--- src/shared/spi_port_pkg.sv ---
package spi_port_pkg;

	// Frame lengths in serial clock falling edges
	localparam logic [5:0] FRAME_LEN_CHECKED = 6'h20;
	localparam logic [5:0] FRAME_LEN_PLAIN   = 6'h18;

	// Command word layout (24 bits, check byte excluded)
	localparam int CMD_W      = 24;
	localparam int RW_POS     = 23;
	localparam int ADDR_MSB   = 22;
	localparam int ADDR_LSB   = 16;
	localparam int DATA_MSB   = 15;
	localparam int ADDR_W     = 7;
	localparam int DATA_W     = 16;
	localparam int STATUS_W   = 6;
	localparam int CRC_W      = 8;
	localparam int SHIFT_W    = 32;

	// Position where the delayed input is fed into the output shifter
	localparam logic [4:0] FEED_POS_CHECKED = 5'h00;
	localparam logic [4:0] FEED_POS_PLAIN   = 5'h08;

	// Check polynomial x^8+x^2+x+1 without the implicit top term
	localparam logic [7:0] CRC_POLY = 8'h07;
	localparam logic [7:0] CRC_INIT = 8'h00;

	// Address that carries no register (no-operation frame)
	localparam logic [6:0] NOP_ADDR = 7'h00;
	// Address of the break-mode register; value is arbitrary
	localparam logic [6:0] BREAK_REG_ADDR = 7'h7E;

	// Reset values of the frame-held configuration copies
	localparam logic RST_CHECK_EN    = 1'b1;
	localparam logic RST_OUT_DISABLE = 1'b1;
	localparam logic RST_FALL_SEL    = 1'b0;

	// Timing: fastest serial clock against the system clock
	localparam int SYS_CLK_HZ       = 100_000_000;
	localparam int SCLK_MAX_HZ      = 12_500_000;
	localparam int SCLK_MIN_SYS_CYC = SYS_CLK_HZ / SCLK_MAX_HZ;
	localparam int SYNC_STAGES      = 2;

	// Eight-bit frame check over a 24-bit word, most significant bit first
	function automatic logic [7:0] crc8(input logic [23:0] data);
		logic [7:0] crc;
		logic       fb;
		crc = CRC_INIT;
		fb  = 1'b0;
		for (int i = CMD_W - 1; i >= 0; i--) begin
			fb  = crc[7] ^ data[i];
			crc = {crc[6:0], 1'b0};
			if (fb) begin
				crc = crc ^ CRC_POLY;
			end
		end
		return crc;
	endfunction

endpackage

--- src/pin_sync.sv ---
// Two-flop synchroniser for pins arriving from outside the system clock
module pin_sync #(
	parameter int          WIDTH     = 1,
	parameter logic [31:0] RESET_VAL = 32'h0
) (
	// Clock and reset
	input  wire logic             clk_in,
	input  wire logic             rst_n_in,
	// Asynchronous pins and their synchronised copies
	input  wire logic [WIDTH-1:0] d_in,
	output logic      [WIDTH-1:0] q_out
);

	// First stage is read by the second stage only
	logic [WIDTH-1:0] meta_r;
	logic [WIDTH-1:0] q_r;

	// Both stages reset to the idle level of the pins
	always_ff @(posedge clk_in or negedge rst_n_in) begin
		if (!rst_n_in) begin
			meta_r <= RESET_VAL[WIDTH-1:0];
			q_r    <= RESET_VAL[WIDTH-1:0];
		end else begin
			meta_r <= d_in;
			q_r    <= meta_r;
		end
	end

	assign q_out = q_r;

endmodule

--- src/spi_register_access_port.sv ---
// Behaviour
// - Supports clock modes one and two
// - Free-running or gated serial clock both accepted
// - First and last bits on falling edges
// - Checked frame: flag, address, data, check byte
// - Checking on after reset; off gives 24 bits
// - Short frame discarded, registers untouched
// - Long frame: only newest frame-length bits count
// - Frame executed when chip select rises
// - Deselected: clock and input ignored, output released
// - Input sampled on falling edges, right-justified
// - Extra edges echo input delayed one frame
// - Read flag requests data for next frame
// - Read data returned next frame, MSB first
// - Write answers status and zero data next frame
// - Output driven only when selected and enabled
// - First bit at select; later on chosen edge
// - Output starts with previous flag, seven status
// - Check-error status reflects previous input frame
// - Break-mode register unreachable from this port
// - Ignored read data bits enter the check
// - Check byte uses x^8+x^2+x+1 over 24 bits
// - Failed check: no command, check_error_out pulsed
// - Frame handed to system clock after select rises
module spi_register_access_port (
	// System clock and reset
	input  wire logic                                sys_clk_in,
	input  wire logic                                rst_n_in,
	// Serial pins from the host
	input  wire logic                                sclk_in,
	input  wire logic                                cs_n_in,
	input  wire logic                                sdi_in,
	// Serial output pin, split into level and enable
	output logic                                     sdo_out,
	output logic                                     sdo_oe_out,
	// Configuration bits from the register map
	input  wire logic                                check_enable_in,
	input  wire logic                                serial_output_disable_in,
	input  wire logic                                output_falling_edge_select_in,
	// Status bits shown in each output frame
	input  wire logic [spi_port_pkg::STATUS_W-1:0]   status_in,
	// Register map access
	output logic      [spi_port_pkg::ADDR_W-1:0]     reg_addr_out,
	output logic      [spi_port_pkg::DATA_W-1:0]     reg_wdata_out,
	output logic                                     reg_wr_out,
	output logic                                     reg_rd_out,
	input  wire logic [spi_port_pkg::DATA_W-1:0]     reg_rdata_in,
	// One pulse per frame that failed its check
	output logic                                     check_error_out
);

	// Response builder state: waiting, strobe out, or fetching read data
	typedef enum logic [1:0] {
		ST_IDLE,
		ST_WAIT,
		ST_FETCH
	} resp_state_t;

	// Synchronised pins
	logic                                  sclk_s;
	logic                                  cs_n_s;
	logic                                  sdi_s;
	// Previous synchronised levels for edge finding
	logic                                  sclk_d_r;
	logic                                  cs_n_d_r;
	// Frame-held configuration copies
	logic                                  check_en_r;
	logic                                  out_dis_r;
	logic                                  fall_sel_r;
	// Receive shifter and falling edge count
	logic [spi_port_pkg::SHIFT_W-1:0]      rx_r;
	logic [5:0]                            cnt_r;
	logic [5:0]                            cnt_nxt;
	// Transmit shifter and output enable
	logic [spi_port_pkg::SHIFT_W-1:0]      tx_r;
	logic [spi_port_pkg::SHIFT_W-1:0]      tx_nxt;
	logic                                  sdo_oe_r;
	// Response held for the next frame
	logic                                  resp_rw_r;
	logic                                  crc_err_r;
	logic [spi_port_pkg::DATA_W-1:0]       resp_data_r;
	resp_state_t                           state_r;
	// Register access strobes and fields
	logic [spi_port_pkg::ADDR_W-1:0]       addr_r;
	logic [spi_port_pkg::DATA_W-1:0]       wdata_r;
	logic                                  wr_r;
	logic                                  rd_r;
	logic                                  chk_err_r;

	// All three pins cross from the host's timing; idle is select high
	pin_sync #(
		.WIDTH     (3),
		.RESET_VAL (32'h2)
	) u_pin_sync (
		.clk_in   (sys_clk_in),
		.rst_n_in (rst_n_in),
		.d_in     ({sclk_in, cs_n_in, sdi_in}),
		.q_out    ({sclk_s, cs_n_s, sdi_s})
	);

	// Edge finding on the synchronised pins; sampling suits any clock
	// pattern, free-running or gated, since only edges are used
	wire cs_active = ~cs_n_s;
	wire sclk_fall = cs_active & sclk_d_r & ~sclk_s;
	wire sclk_rise = cs_active & ~sclk_d_r & sclk_s;
	wire cs_fall   = cs_n_d_r & ~cs_n_s;
	wire cs_rise   = ~cs_n_d_r & cs_n_s;

	// Frame length follows the check setting
	wire [5:0] frame_len = check_en_r ? spi_port_pkg::FRAME_LEN_CHECKED
	                                  : spi_port_pkg::FRAME_LEN_PLAIN;

	// In mode one the first edge is rising and carries no new bit, so a
	// rising launch waits until one bit has been taken
	wire launch_rise = sclk_rise & (cnt_r != 6'h00);
	wire launch      = fall_sel_r ? sclk_fall : launch_rise;

	// Newest input bit; on a falling launch it is the one being taken now
	wire echo_bit = fall_sel_r ? sdi_s : rx_r[0];
	// Feed point so that echoed input trails by exactly one frame
	wire [4:0] feed_pos = check_en_r ? spi_port_pkg::FEED_POS_CHECKED
	                                 : spi_port_pkg::FEED_POS_PLAIN;

	// Received command: the newest bits are the frame
	wire [spi_port_pkg::CMD_W-1:0] rx_cmd =
		check_en_r ? rx_r[31:8] : rx_r[23:0];
	wire [7:0] rx_crc   = rx_r[7:0];
	// Read frames keep their ignored data bits inside the check
	wire       crc_ok   = ~check_en_r
	                    | (spi_port_pkg::crc8(rx_cmd) == rx_crc);
	wire       full     = cnt_r >= frame_len;
	wire       rx_rw    = rx_cmd[spi_port_pkg::RW_POS];
	wire [spi_port_pkg::ADDR_W-1:0] rx_addr =
		rx_cmd[spi_port_pkg::ADDR_MSB:spi_port_pkg::ADDR_LSB];
	wire [spi_port_pkg::DATA_W-1:0] rx_data =
		rx_cmd[spi_port_pkg::DATA_MSB:0];
	// The break-mode register belongs to the UART path alone
	wire       addr_ok  = rx_addr != spi_port_pkg::BREAK_REG_ADDR;
	wire       frame_go = cs_rise & full;
	wire       exec_ok  = frame_go & crc_ok;

	// Output frame: previous flag, check error, status, data, check byte
	wire [spi_port_pkg::CMD_W-1:0] tx_hi =
		{resp_rw_r, crc_err_r, status_in, resp_data_r};
	wire [spi_port_pkg::SHIFT_W-1:0] tx_load =
		check_en_r ? {tx_hi, spi_port_pkg::crc8(tx_hi)}
		           : {tx_hi, 8'h00};

	// Edge count restarts at select and saturates at the checked frame length of 32
	always_comb begin
		cnt_nxt = cnt_r;
		if (cs_fall) begin
			cnt_nxt = 6'h00;
		end else if (sclk_fall && cnt_r < spi_port_pkg::FRAME_LEN_CHECKED) begin
			cnt_nxt = cnt_r + 6'h01;
		end
	end

	// Transmit shifter: load at select, shift on the launch edge and feed
	// the delayed input in behind the frame
	always_comb begin
		tx_nxt = tx_r;
		if (cs_fall) begin
			tx_nxt = tx_load;
		end else if (launch) begin
			tx_nxt           = {tx_r[30:0], 1'b0};
			tx_nxt[feed_pos] = echo_bit;
		end
	end

	// Previous pin levels for the edge finders
	always_ff @(posedge sys_clk_in or negedge rst_n_in) begin
		if (!rst_n_in) begin
			sclk_d_r <= 1'b0;
			cs_n_d_r <= 1'b1;
		end else begin
			sclk_d_r <= sclk_s;
			cs_n_d_r <= cs_n_s;
		end
	end

	// Configuration is only taken between frames, so a change never
	// alters the length or launch edge of a frame in flight
	always_ff @(posedge sys_clk_in or negedge rst_n_in) begin
		if (!rst_n_in) begin
			check_en_r <= spi_port_pkg::RST_CHECK_EN;
			out_dis_r  <= spi_port_pkg::RST_OUT_DISABLE;
			fall_sel_r <= spi_port_pkg::RST_FALL_SEL;
		end else if (cs_n_s && cs_n_d_r) begin
			check_en_r <= check_enable_in;
			out_dis_r  <= serial_output_disable_in;
			fall_sel_r <= output_falling_edge_select_in;
		end
	end

	// Receive shifter takes input only on selected falling edges
	always_ff @(posedge sys_clk_in or negedge rst_n_in) begin
		if (!rst_n_in) begin
			rx_r <= '0;
		end else if (sclk_fall) begin
			rx_r <= {rx_r[30:0], sdi_s};
		end
	end

	// Edge counter
	always_ff @(posedge sys_clk_in or negedge rst_n_in) begin
		if (!rst_n_in) begin
			cnt_r <= 6'h00;
		end else begin
			cnt_r <= cnt_nxt;
		end
	end

	// Transmit shifter and enable; the enable drops with select so the
	// line is released whenever the host deselects
	always_ff @(posedge sys_clk_in or negedge rst_n_in) begin
		if (!rst_n_in) begin
			tx_r     <= '0;
			sdo_oe_r <= 1'b0;
		end else begin
			tx_r     <= tx_nxt;
			sdo_oe_r <= cs_active & ~out_dis_r;
		end
	end

	// Frame execution on the rising select edge. A short frame leaves
	// everything as it was, including the response queued for next time
	always_ff @(posedge sys_clk_in or negedge rst_n_in) begin
		if (!rst_n_in) begin
			resp_rw_r   <= 1'b0;
			crc_err_r   <= 1'b0;
			resp_data_r <= '0;
			state_r     <= ST_IDLE;
		end else begin
			case (state_r)
				ST_IDLE: begin
					if (frame_go) begin
						resp_rw_r   <= rx_rw;
						crc_err_r   <= ~crc_ok;
						resp_data_r <= '0;
						// Reads fetch data one cycle after the strobe
						if (exec_ok && rx_rw && addr_ok) begin
							state_r <= ST_WAIT;
						end
					end
				end
				// Strobe is on the port now; the map answers next cycle
				ST_WAIT: begin
					state_r <= ST_FETCH;
				end
				ST_FETCH: begin
					resp_data_r <= reg_rdata_in;
					state_r     <= ST_IDLE;
				end
				default: begin
					state_r <= ST_IDLE;
				end
			endcase
		end
	end

	// Register strobes: one system cycle each, a few cycles after the
	// select rises, which is the handover into the system clock
	always_ff @(posedge sys_clk_in or negedge rst_n_in) begin
		if (!rst_n_in) begin
			addr_r    <= '0;
			wdata_r   <= '0;
			wr_r      <= 1'b0;
			rd_r      <= 1'b0;
			chk_err_r <= 1'b0;
		end else begin
			wr_r      <= 1'b0;
			rd_r      <= 1'b0;
			chk_err_r <= frame_go & ~crc_ok;
			if (exec_ok && addr_ok) begin
				addr_r <= rx_addr;
				// Write data is ignored by reads but kept on the port
				wdata_r <= rx_data;
				rd_r    <= rx_rw;
				// The no-operation frame writes nothing
				wr_r    <= ~rx_rw & (rx_addr != spi_port_pkg::NOP_ADDR);
			end
		end
	end

	// Outputs straight from flip-flops
	assign sdo_out         = tx_r[spi_port_pkg::SHIFT_W-1];
	assign sdo_oe_out      = sdo_oe_r;
	assign reg_addr_out    = addr_r;
	assign reg_wdata_out   = wdata_r;
	assign reg_wr_out      = wr_r;
	assign reg_rd_out      = rd_r;
	assign check_error_out = chk_err_r;

endmodule

--- config.mk ---
export PLATFORM = sky130hd
export DESIGN_NAME = spi_register_access_port
export DESIGN_NICKNAME = d
export VERILOG_FILES = /design/src/shared/spi_port_pkg.sv /design/src/pin_sync.sv /design/src/spi_register_access_port.sv
export SDC_FILE = /design/constraint.sdc
export NUM_CORES = 1
export LEC_CHECK = 0
export ABC_AREA = 1
export BUFFER_PORTS_ARGS = -buffer_cell sky130_fd_sc_hd__buf_2
export CAP_MARGIN = 40
export CORE_MARGIN = 2
export CORE_UTILIZATION = 25
export DETAILED_ROUTE_END_ITERATION = 6
export PLACE_DENSITY = 0.46
export SLEW_MARGIN = 20
export SYNTH_ARGS = -nofsm -noshare
export SYNTH_HDL_FRONTEND = slang
export SYNTH_SLANG_ARGS = --single-unit
export TNS_END_PERCENT = 1
--- constraint.sdc ---
create_clock -name sys_clk_in -period 3.44 [get_ports sys_clk_in]
set_input_delay 0.172 -clock sys_clk_in [delete_from_list [all_inputs] [get_ports sys_clk_in]]
set_output_delay 0.172 -clock sys_clk_in [all_outputs]
set_load 0.03 [all_outputs]
==> out/results.txt, run 1 <==
status -> finished clean
DP Area -> 8320 sq um
crit start category -> flop
GRT met3 Usage -> 2.45%
clock period minus worst slack -> 3.37 ns
CTS tree -> built
antenna-violating nets left -> 0
global route hottest layer -> met2
Die Span Y -> 178 microns
drt pass-1 iters -> 4
Place WS -> -0.0305 ns
Num CTS Buffers -> 17
DR iter-0 viols -> 322
final hold viol count -> 0
r2r startpoint -> check_en_r
post-layout worst setup margin -> 0.0722 ns
Max Root-Sink Buffers -> 2
Synth area leaders -> dfrtp_1 (41%), nand2_1 (18%), nand3_1 (7.9%)
endpoints failing setup -> 0
Netlist cell types -> 40
cell taking the most area after synthesis -> dfrtp_1
cells on worst reg2reg path -> 29
CP arrival -> 3.72 ns
max capacitance violation total -> 0
Fmax -> 0.297 GHz
Worst R2R Setup Slack -> 0.07 ns
Reg clk slew, reported paths -> 0.06 ns
critical path endpoint -> reg_wdata_out[13]
Post-Place Cells -> 1,451
slowest library cell on the worst path -> dfstp_2
RD Place Congestion -> 0.840
# nets final -> 1,159
PwrDens -> 714 nW/um^2
Area Growth Syn to Fin -> 28.1%
crit share post-route -> 97.9%
initial antenna violation count -> 0
post-DP HPWL -> 14,700 microns
crit path capture type -> flop
Initial Util -> 25.5%
final std cells w/o fill -> 1,522
CTS Sinks -> 128
worst-margin pin slew -> 0.702 ns
most used cell, CP -> nand2_1
DRT Wirelength -> 21,000 microns
most frequent cells in the layout -> nand2_1 (328), dfrtp_1 (123), nand3_1 (99), inv_1 (75), o21ai_0 (62)
first-pass GRT wire length -> 33,200 microns
Worst Hold Slack -> 0.0309 ns
post-synth net total -> 1,058
hold crit path type -> primary input to flop
GR Layer Usage met2 -> 21.4%
fraction of final layout cells with drive strength greater than 1 -> 22.3%
vias in the first global route -> 6,432
FF+latch count, synth -> 128
core box area -> 29,700 sq um
commonest non-fill, non-tap cell in the layout -> nand2_1
CTS Root Cell -> clkbuf_16
RSZ-0062 raised after global routing -> true
GRT Total Usage -> 13.4%
ANT cells -> 0
cell row count -> 63
skew final -> 0.0122 ns
Rel. slew slack -> 53.2%
P_leak -> 4.79 nW
Worst EP required -> 3.79 ns
Vias per Instance -> 4.48
top-level I/O count -> 58
total congestion overflow -> 0
synth warn -> 0
crit path from -> check_en_r
detailed-route via count -> 6,813
cell count after synthesis -> 1,019
Die X -> 178 microns
die area -> 31,700 sq um
WS Path Type -> flop to flop
GR Layer Usage met1 -> 18.7%
post-synthesis cell area -> 7570 sq um
final instance area -> 9700 sq um
maximum vdd drop -> 0.550 mV
slowest cell delay on critical path -> 0.67 ns
setup TNS -> 0 ns
synthesized area per cell -> 7.43 sq um
RR Endpoint -> reg_wdata_out[13]
sequential element share of the synthesized area -> 42.4%
DRC -> 0
CP Max Fanout -> 7
H-tree depth -> 4
PortBufs -> 57
pin count of the biggest net entering global routing -> 71
clock latency on the worst-skew pair -> 0.42 ns
Pins Over Slew Limit -> 0
WL/cell -> 13.8 microns
Synth top area share -> 40.6%
==> cells by family after synthesis <==
group                      Yosys count  share of synthesized area, %
and+or+nand+nor                    583                          33.2
DFF                                128                          42.4
buffers and inverters              122                          7.39
AOI/OAI and AO/OA                  120                          8.72
xor gates and xnor gates            56                          6.68
adders and majority gates            9                          1.49
muxes                                1                         0.149
==> layout make-up <==
type	count	area, sq um
clock buffers	19	453
clock inverters	12	160
fillers	3135	20000
inverters	85	334
multi-input cells	771	4140
flip-flops and latches	128	3210
well taps	390	488
repair buffers	117	912
==> timing repair <==
action,in CTS,in global routing
pin swaps,0,35
gates cloned,0,4
hold buffers,21,0
setup buffers,0,14
endpoints found under the setup margin,23,28
gates resized for setup,1,91
hold endpoints to repair,84,0
==> sequential cells by signal (all words and copies together) (netlist names), 2 cells and up <==
signal             flops
rx_r                  32
tx_r                  32
cnt_r                  6
state_r                2
u_pin_sync.meta_r      3
reg_addr_out           7
reg_wdata_out         16
u_pin_sync.q_out       3
resp_data_r           16
==> worst min path at each step <==
stage                                  startpoint              end  slack, ns  depth (start not counted)
floorplan                                rst_n_in  check_error_out      -0.12                          0
global placement                         rst_n_in  reg_addr_out[5]       0.25                          1
detailed placement                       rst_n_in  reg_addr_out[5]       0.25                          1
CTS                 output_falling_edge_select_in       fall_sel_r       0.02                          3
global route        output_falling_edge_select_in       fall_sel_r       0.04                          3
finish                            check_enable_in       check_en_r       0.03                          3
==> worst max-delay path: cells and delay by family (launching register included) <==
| family | cells | cell delay (ns) |
|---|---|---|
| and+or+nand+nor | 23 | 2.01 |
| buffers and inverters | 6 | 0.63 |
| DFF | 1 | 0.67 |
==> power by group <==
group / internal [mW] / switching [mW]
clock network: 1.18 / 0.709
logic: 1.25 / 1.89
registers: 1.74 / 0.159
total: 4.17 / 2.76
==> per-stage QoR <==
stage	utilization (%)	power (mW)
2_1_floorplan	-	4.26
3_3_place_gp	28.0	4.83
3_5_place_dp	28.0	4.85
4_1_cts	30.8	6.80
5_1_grt	32.6	7.49
6_report	32.6	6.93
==> Yosys cell counts (all sizes together) <==
cell type,number
ha,9
a21boi,2
buf,14
dfstp,5
o21ai,70
o21a,1
a22oi,1
nand4,3
or2,1
clkbuf,23
xnor2,19
o211ai,2
dfrtp,123
nor2,53
nor3,4
inv,84
xor2,37
a211oi,1
a21oi,18
nand3b,1
nand3,121
clkinv,1
nand2,400
a31oi,25
mux2,1
==> per-layer routing <==
layer  up-vias  wire length (microns)
met2       113                   9690
li1       3475                      -
met1      3219                  10500
met4         0                    102
met5         -                      0
met3         6                    651
No activity file was read; power rests on OpenSTA's default activity.
==> inputs of run 2 (changes only) <==
CELL_PAD_IN_SITES_DETAIL_PLACEMENT = 2   (was unset)
CELL_PAD_IN_SITES_GLOBAL_PLACEMENT = 2   (was unset)
PLACE_DENSITY = 0.66   (was 0.46)
==> run 2 against run 1 <==
Against the previous run: via count grew 6.9%; sequential share of layout area shrank 2.2 points; worst setup slack lost 0.050 ns; register-to-register slack lost 0.05 ns; die area is the same; global-route usage grew 4.8 points; hold slack lost 0.018 ns; sequential power is essentially flat; clock power grew 8%; critical path type unchanged; highest routed layer unchanged.
==> out/results.txt, run 2 (synthesis results as in run 1) <==
pin count of the biggest net entering global routing -> 70 (was 71)
final hold viol count -> 0 (unchanged)
fill cell count -> 3,342 (was 3,135)
vias in the first global route -> 7,739 (was 6,432)
Area Growth Syn to Fin -> 37.4% (was 28.1%)
most frequent cells in the layout -> nand2_1 (279), dfrtp_1 (123), nand3_1 (87), inv_1 (72), nand2_2 (71) (was nand2_1 (328), dfrtp_1 (123), nand3_1 (99), inv_1 (75), o21ai_0 (62))
die area -> 31,700 sq um (unchanged)
crit path capture type -> flop (unchanged)
crit start category -> flop (unchanged)
detailed-route via count -> 7,281 (was 6,813)
Worst Hold Slack -> 0.0128 ns (was 0.0309 ns)
Post-Place Cells -> 1,449 (was 1,451)
DRC -> 0 (unchanged)
initial antenna violation count -> 0 (unchanged)
top-level I/O count -> 58 (unchanged)
RD Place Congestion -> 0.794 (was 0.840)
endpoints failing setup -> 0 (unchanged)
first-pass GRT wire length -> 43,800 microns (was 33,200 microns)
biggest regs -> rx_r: 32 flops, tx_r: 32 flops (unchanged)
Initial Util -> 25.5% (unchanged)
drt pass-1 iters -> 4 (unchanged)
Die Span Y -> 178 microns (unchanged)
# nets final -> 1,172 (was 1,159)
CP arrival -> 3.74 ns (was 3.72 ns)
P_leak -> 5.09 nW (was 4.79 nW)
commonest non-fill, non-tap cell in the layout -> nand2_1 (unchanged)
DRT Wirelength -> 29,400 microns (was 21,000 microns)
cell row count -> 63 (unchanged)
Fmax -> 0.293 GHz (was 0.297 GHz)
max capacitance violation total -> 0 (unchanged)
hold crit path type -> primary input to flop (unchanged)
WS Path Type -> flop to flop (unchanged)
setup TNS -> 0 ns (unchanged)
Pins Over Slew Limit -> 0 (unchanged)
clock period minus worst slack -> 3.42 ns (was 3.37 ns)
maximum vdd drop -> 0.349 mV (was 0.550 mV)
WL/cell -> 19.1 microns (was 13.8 microns)
Num CTS Buffers -> 17 (unchanged)
final std cells w/o fill -> 1,536 (was 1,522)
Vias per Instance -> 4.74 (was 4.48)
RSZ-0062 raised after global routing -> true (unchanged)
H-tree depth -> 4 (unchanged)
DR iter-0 viols -> 289 (was 322)
CTS Root Cell -> clkbuf_16 (unchanged)
clock latency on the worst-skew pair -> 0.44 ns (was 0.42 ns)
crit share post-route -> 99.3% (was 97.9%)
GRT Total Usage -> 18.2% (was 13.4%)
PwrDens -> 727 nW/um^2 (was 714 nW/um^2)
CTS tree -> built (unchanged)
antenna-violating nets left -> 0 (unchanged)
skew final -> 0.0101 ns (was 0.0122 ns)
CP Max Fanout -> 7 (unchanged)
Reg clk slew, reported paths -> 0.06 ns (about the same)
PortBufs -> 57 (unchanged)
total congestion overflow -> 0 (unchanged)
status -> finished clean (unchanged)
ANT cells -> 0 (unchanged)
Rel. slew slack -> 50.0% (was 53.2%)
worst-margin pin slew -> 0.749 ns (was 0.702 ns)
Die X -> 178 microns (unchanged)
Worst EP required -> 3.76 ns (was 3.79 ns)
core box area -> 29,700 sq um (unchanged)
post-DP HPWL -> 18,500 microns (was 14,700 microns)
CTS Sinks -> 128 (unchanged)
Max Root-Sink Buffers -> 2 (unchanged)
fraction of final layout cells with drive strength greater than 1 -> 29.4% (was 22.3%)
run 2: changes by cell type in the layout (fill, tap and decap cells not counted), sizes merged:
| cell | delta |
|---|---|
| inv | +4 |
| clkinvlp | -2 |
| clkinv | -2 |
| bufinv | +1 |
| clkbuf | +1 |
| buf | +14 |
| bufbuf | +1 |
| dlygate4sd3 | -3 |
run 2: critical path: stages, from the launching register on:
cell	delay (ns)
dfstp_2	0.60
buf_12	0.15
inv_12	0.05
nand2_4	0.06
nand2_4	0.06
ha_4	0.30
inv_4	0.04
nand2_2	0.06
nand2_2	0.05
nand2_2	0.11
nand2_4	0.09
buf_12	0.13
xnor2_4	0.18
nand3_2	0.14
nand2_4	0.12
xor2_1	0.23
inv_1	0.07
nand2_1	0.06
nand2_1	0.05
inv_1	0.04
nor2_1	0.04
nand2_1	0.09
nand2_4	0.09
buf_12	0.16
clkbuf_16	0.17
nand3_1	0.07
nand2_1	0.07
run 2: path summary, 6_finish.rpt:
kind / start / slack, ns / end / cells after the start
max: check_en_r / 0.02 / reg_wdata_out[8] / 26
min: check_enable_in / 0.01 / check_en_r / 3
max reg2reg: check_en_r / 0.02 / reg_wdata_out[8] / 26
min reg2reg: u_pin_sync.meta_r[0] / 0.35 / u_pin_sync.q_out[0] / 0
max in group asynchronous: rst_n_in / 2.25 / check_en_r / 3
min in group asynchronous: rst_n_in / 0.33 / resp_data_r[12] / 2
run 2: what timing repair did:
action	CTS	global route
gates resized for setup	45	156
setup buffers	11	19
hold buffers	18	0
setup endpoints to repair	26	28
gates cloned	5	1
hold endpoints to repair	85	0
pin swaps	18	70
run 2: cell type report:
class / count / area [sq um] / share of cell area (%)
multi-input cells: 771 / 4610 / 44.3
flip-flops and latches: 128 / 3210 / 30.9
repair buffers: 128 / 1100 / 10.6
well taps: 390 / 488 / 4.69
clock buffers: 21 / 470 / 4.52
inverters: 85 / 337 / 3.24
clock inverters: 11 / 175 / 1.68
repair inverters: 2 / 12.5 / 0.120
run 2: metrics by stage:
step	utilization [%]	total power, mW	instance area, sq um	setup WS [ns]
2_1_floorplan	-	4.26	7570	0.260
3_3_place_gp	28.0	4.91	8320	-0.00228
3_5_place_dp	28.1	5.00	8340	-0.145
4_1_cts	32.1	7.29	9550	-0.00141
5_1_grt	35.0	8.13	10400	-0.193
6_report	35.0	7.57	10400	0.0224
run 2: metal layers:
layer  up-vias  track usage, %  share of wire [%]
met5         -               0                  0
met4         0            5.36                1.9
met3        33            3.03                2.4
met2        85            29.8                 50
met1      3678            24.5                 46
li1       3485               -                  -
run 2: report_power, final:
part / total (mW) / switching (mW) / leakage [nW] / internal [mW]
clock network: 2.05 / 0.768 / 0.310 / 1.28
registers: 1.92 / 0.183 / 1.64 / 1.74
logic: 3.60 / 2.22 / 3.14 / 1.38
==> inputs of run 3 (changes only) <==
PLACE_DENSITY = unset   (was 0.66)
PLACE_DENSITY_LB_ADDON = 0.1   (was unset)
==> run 3 against run 2 <==
Against the previous run: sequential power about the same; worst setup slack improved by 0.071 ns; hold slack improved by 0.023 ns; first-iteration DRC count decreased by 19%; largest cell class unchanged.
==> out/results.txt, run 3 (synthesis results as in run 1) <==
Die Span Y -> 178 microns (unchanged)
slowest cell delay on critical path -> 0.64 ns (was 0.60 ns)
Reg clk slew, reported paths -> 0.06 ns (about the same)
Psw -> 2.89 mW (was 3.17 mW)
final hold viol count -> 0 (unchanged)
core box area -> 29,700 sq um (unchanged)
RD Place Congestion -> 0.753 (was 0.794)
ANT cells -> 0 (unchanged)
combinational share of power -> 45.6% (was 47.6%)
internal power -> 4.08 mW (was 4.39 mW)
final instance area -> 9700 sq um (was 10,400 sq um)
Place WS -> -0.122 ns (was -0.145 ns)
pin count of the biggest net entering global routing -> 60 (was 70)
Initial Util -> 25.5% (unchanged)
worst-margin pin slew -> 0.597 ns (was 0.749 ns)
post-layout worst setup margin -> 0.0930 ns (was 0.0224 ns)
CTS Sinks -> 128 (unchanged)
most frequent cells in the layout -> nand2_1 (339), dfrtp_1 (123), nand3_1 (112), inv_1 (77), o21ai_0 (62) (was nand2_1 (279), dfrtp_1 (123), nand3_1 (87), inv_1 (72), nand2_2 (71))
Worst Hold Slack -> 0.0358 ns (was 0.0128 ns)
clock group share of total power -> 27.0% (about the same)
crit start category -> flop (unchanged)
RSZ-0062 raised after global routing -> true (unchanged)
met3 routed WL -> 469 microns (was 708 microns)
Worst EP required -> 3.78 ns (was 3.76 ns)
Max Root-Sink Buffers -> 2 (unchanged)
biggest regs -> rx_r: 32 flops, tx_r: 32 flops (unchanged)
cells on worst reg2reg path -> 28 (was 26)
slowest library cell on the worst path -> dfstp_2 (unchanged)
Num CTS Buffers -> 17 (unchanged)
crit path from -> check_en_r (unchanged)
die area -> 31,700 sq um (unchanged)
H-tree depth -> 4 (unchanged)
CTS tree -> built (unchanged)
post-DP HPWL -> 20,200 microns (was 18,500 microns)
GRT Total Usage -> 18.3% (was 18.2%)
met1 WL -> 13,700 microns (was 13,500 microns)
DRC -> 0 (unchanged)
# nets final -> 1,186 (was 1,172)
endpoints failing setup -> 0 (unchanged)
hold crit path type -> primary input to flop (unchanged)
Rel. slew slack -> 60.2% (was 50.0%)
fraction of final layout cells with drive strength greater than 1 -> 21.6% (was 29.4%)
top-level I/O count -> 58 (unchanged)
total congestion overflow -> 0 (unchanged)
DRT Wirelength -> 26,800 microns (was 29,400 microns)
vias in the first global route -> 7,696 (was 7,739)
WL/cell -> 17.3 microns (was 19.1 microns)
met2 WL post-DR -> 12,400 microns (was 14,600 microns)
crit path capture type -> flop (unchanged)
commonest non-fill, non-tap cell in the layout -> nand2_1 (unchanged)
clock period minus worst slack -> 3.35 ns (was 3.42 ns)
r2r startpoint -> check_en_r (unchanged)
Area Growth Syn to Fin -> 28.1% (was 37.4%)
max capacitance violation total -> 0 (unchanged)
CP arrival -> 3.68 ns (was 3.74 ns)
drt pass-1 iters -> 4 (unchanged)
DR iter-0 viols -> 234 (was 289)
PwrDens -> 718 nW/um^2 (was 727 nW/um^2)
crit share post-route -> 97.3% (was 99.3%)
WS Path Type -> flop to flop (unchanged)
DP Area -> 8670 sq um (was 8340 sq um)
most used cell, CP -> nand2_1 (was nand2_4)
status -> finished clean (unchanged)
CP Max Fanout -> 14 (was 7)
Die X -> 178 microns (unchanged)
maximum vdd drop -> 0.344 mV (was 0.349 mV)
Design Power -> 6.96 mW (was 7.57 mW)
Switching Share -> 41.5% (was 41.9%)
Pins Over Slew Limit -> 0 (unchanged)
Util after Layout -> 32.6% (was 35.0%)
Worst R2R Setup Slack -> 0.09 ns (was 0.02 ns)
Seq pwr share -> 27.4% (was 25.4%)
antenna-violating nets left -> 0 (unchanged)
P_leak -> 4.89 nW (was 5.09 nW)
PortBufs -> 57 (unchanged)
Worst Hold Launch -> status_in[2] (was check_enable_in)
critical path endpoint -> reg_wdata_out[13] (was reg_wdata_out[8])
initial antenna violation count -> 0 (unchanged)
Vias per Instance -> 4.57 (was 4.74)
CTS Root Cell -> clkbuf_16 (unchanged)
first-pass GRT wire length -> 44,000 microns (was 43,800 microns)
skew final -> 0.0103 ns (was 0.0101 ns)
clock latency on the worst-skew pair -> 0.45 ns (was 0.44 ns)
cell row count -> 63 (unchanged)
DR top layer -> met4 (unchanged)
Fmax -> 0.299 GHz (was 0.293 GHz)
RR Endpoint -> reg_wdata_out[13] (was reg_wdata_out[8])
detailed-route via count -> 7,081 (was 7,281)
run 3: what timing repair did:
item / in CTS / in global routing
resized for setup: 10 / 30
setup buffers: 1 / 6
endpoints found under the hold margin: 65 / 0
hold buffers: 23 / 0
pin swaps: 1 / 9
setup endpoints to repair: 26 / 28
run 3: power groups by stage:
stage          combinational [mW]  sequential (mW)  clock, mW
2_1_floorplan                2.31             1.95          0
3_3_place_gp                 3.10             1.93          0
3_5_place_dp                 3.14             1.94          0
4_1_cts                      3.20             1.91       1.95
5_1_grt                      3.60             1.95       2.00
6_report                     3.17             1.91       1.88
run 3: worst max-delay path, delay by kind of cell, from the launching register on:
| kind | cells | cell delay [ns] |
|---|---|---|
| and+or+nand+nor | 21 | 1.75 |
| buffers and inverters | 7 | 0.84 |
| DFF | 1 | 0.64 |
run 3: layer usage:
metal / vias up / GRT usage (%)
met5: - / 0
met4: 0 / 5.02
met3: 15 / 2.75
met2: 48 / 29.0
met1: 3503 / 25.9
li1: 3515 / -
run 3: worst min-delay path by stage:
stage | endpoint | cells past startpoint | slack [ns]
after detailed placement | cnt_r[2] | 1 | 0.15
after CTS | tx_r[26] | 3 | 0.01
final | tx_r[26] | 3 | 0.04
after floorplan | check_error_out | 0 | -0.12
after global placement | u_pin_sync.meta_r[1] | 1 | 0.28
after global routing | tx_r[26] | 3 | 0.04
run 3: area by class of cell:
type / count / area (sq um)
fillers: 3478 / 20000
multi-input cells: 769 / 3950
flip-flops and latches: 128 / 3210
repair buffers: 146 / 1130
well taps: 390 / 488
clock buffers: 18 / 439
inverters: 85 / 327
clock inverters: 14 / 154
run 3: through the flow:
stage | cells | setup TNS (ns)
after floorplan | 1019 | 0
after global placement | 1486 | -0.896
after detailed placement | 1488 | -2.53
after CTS | 1544 | 0
after global routing | 1550 | -5.85
final | 1550 | 0
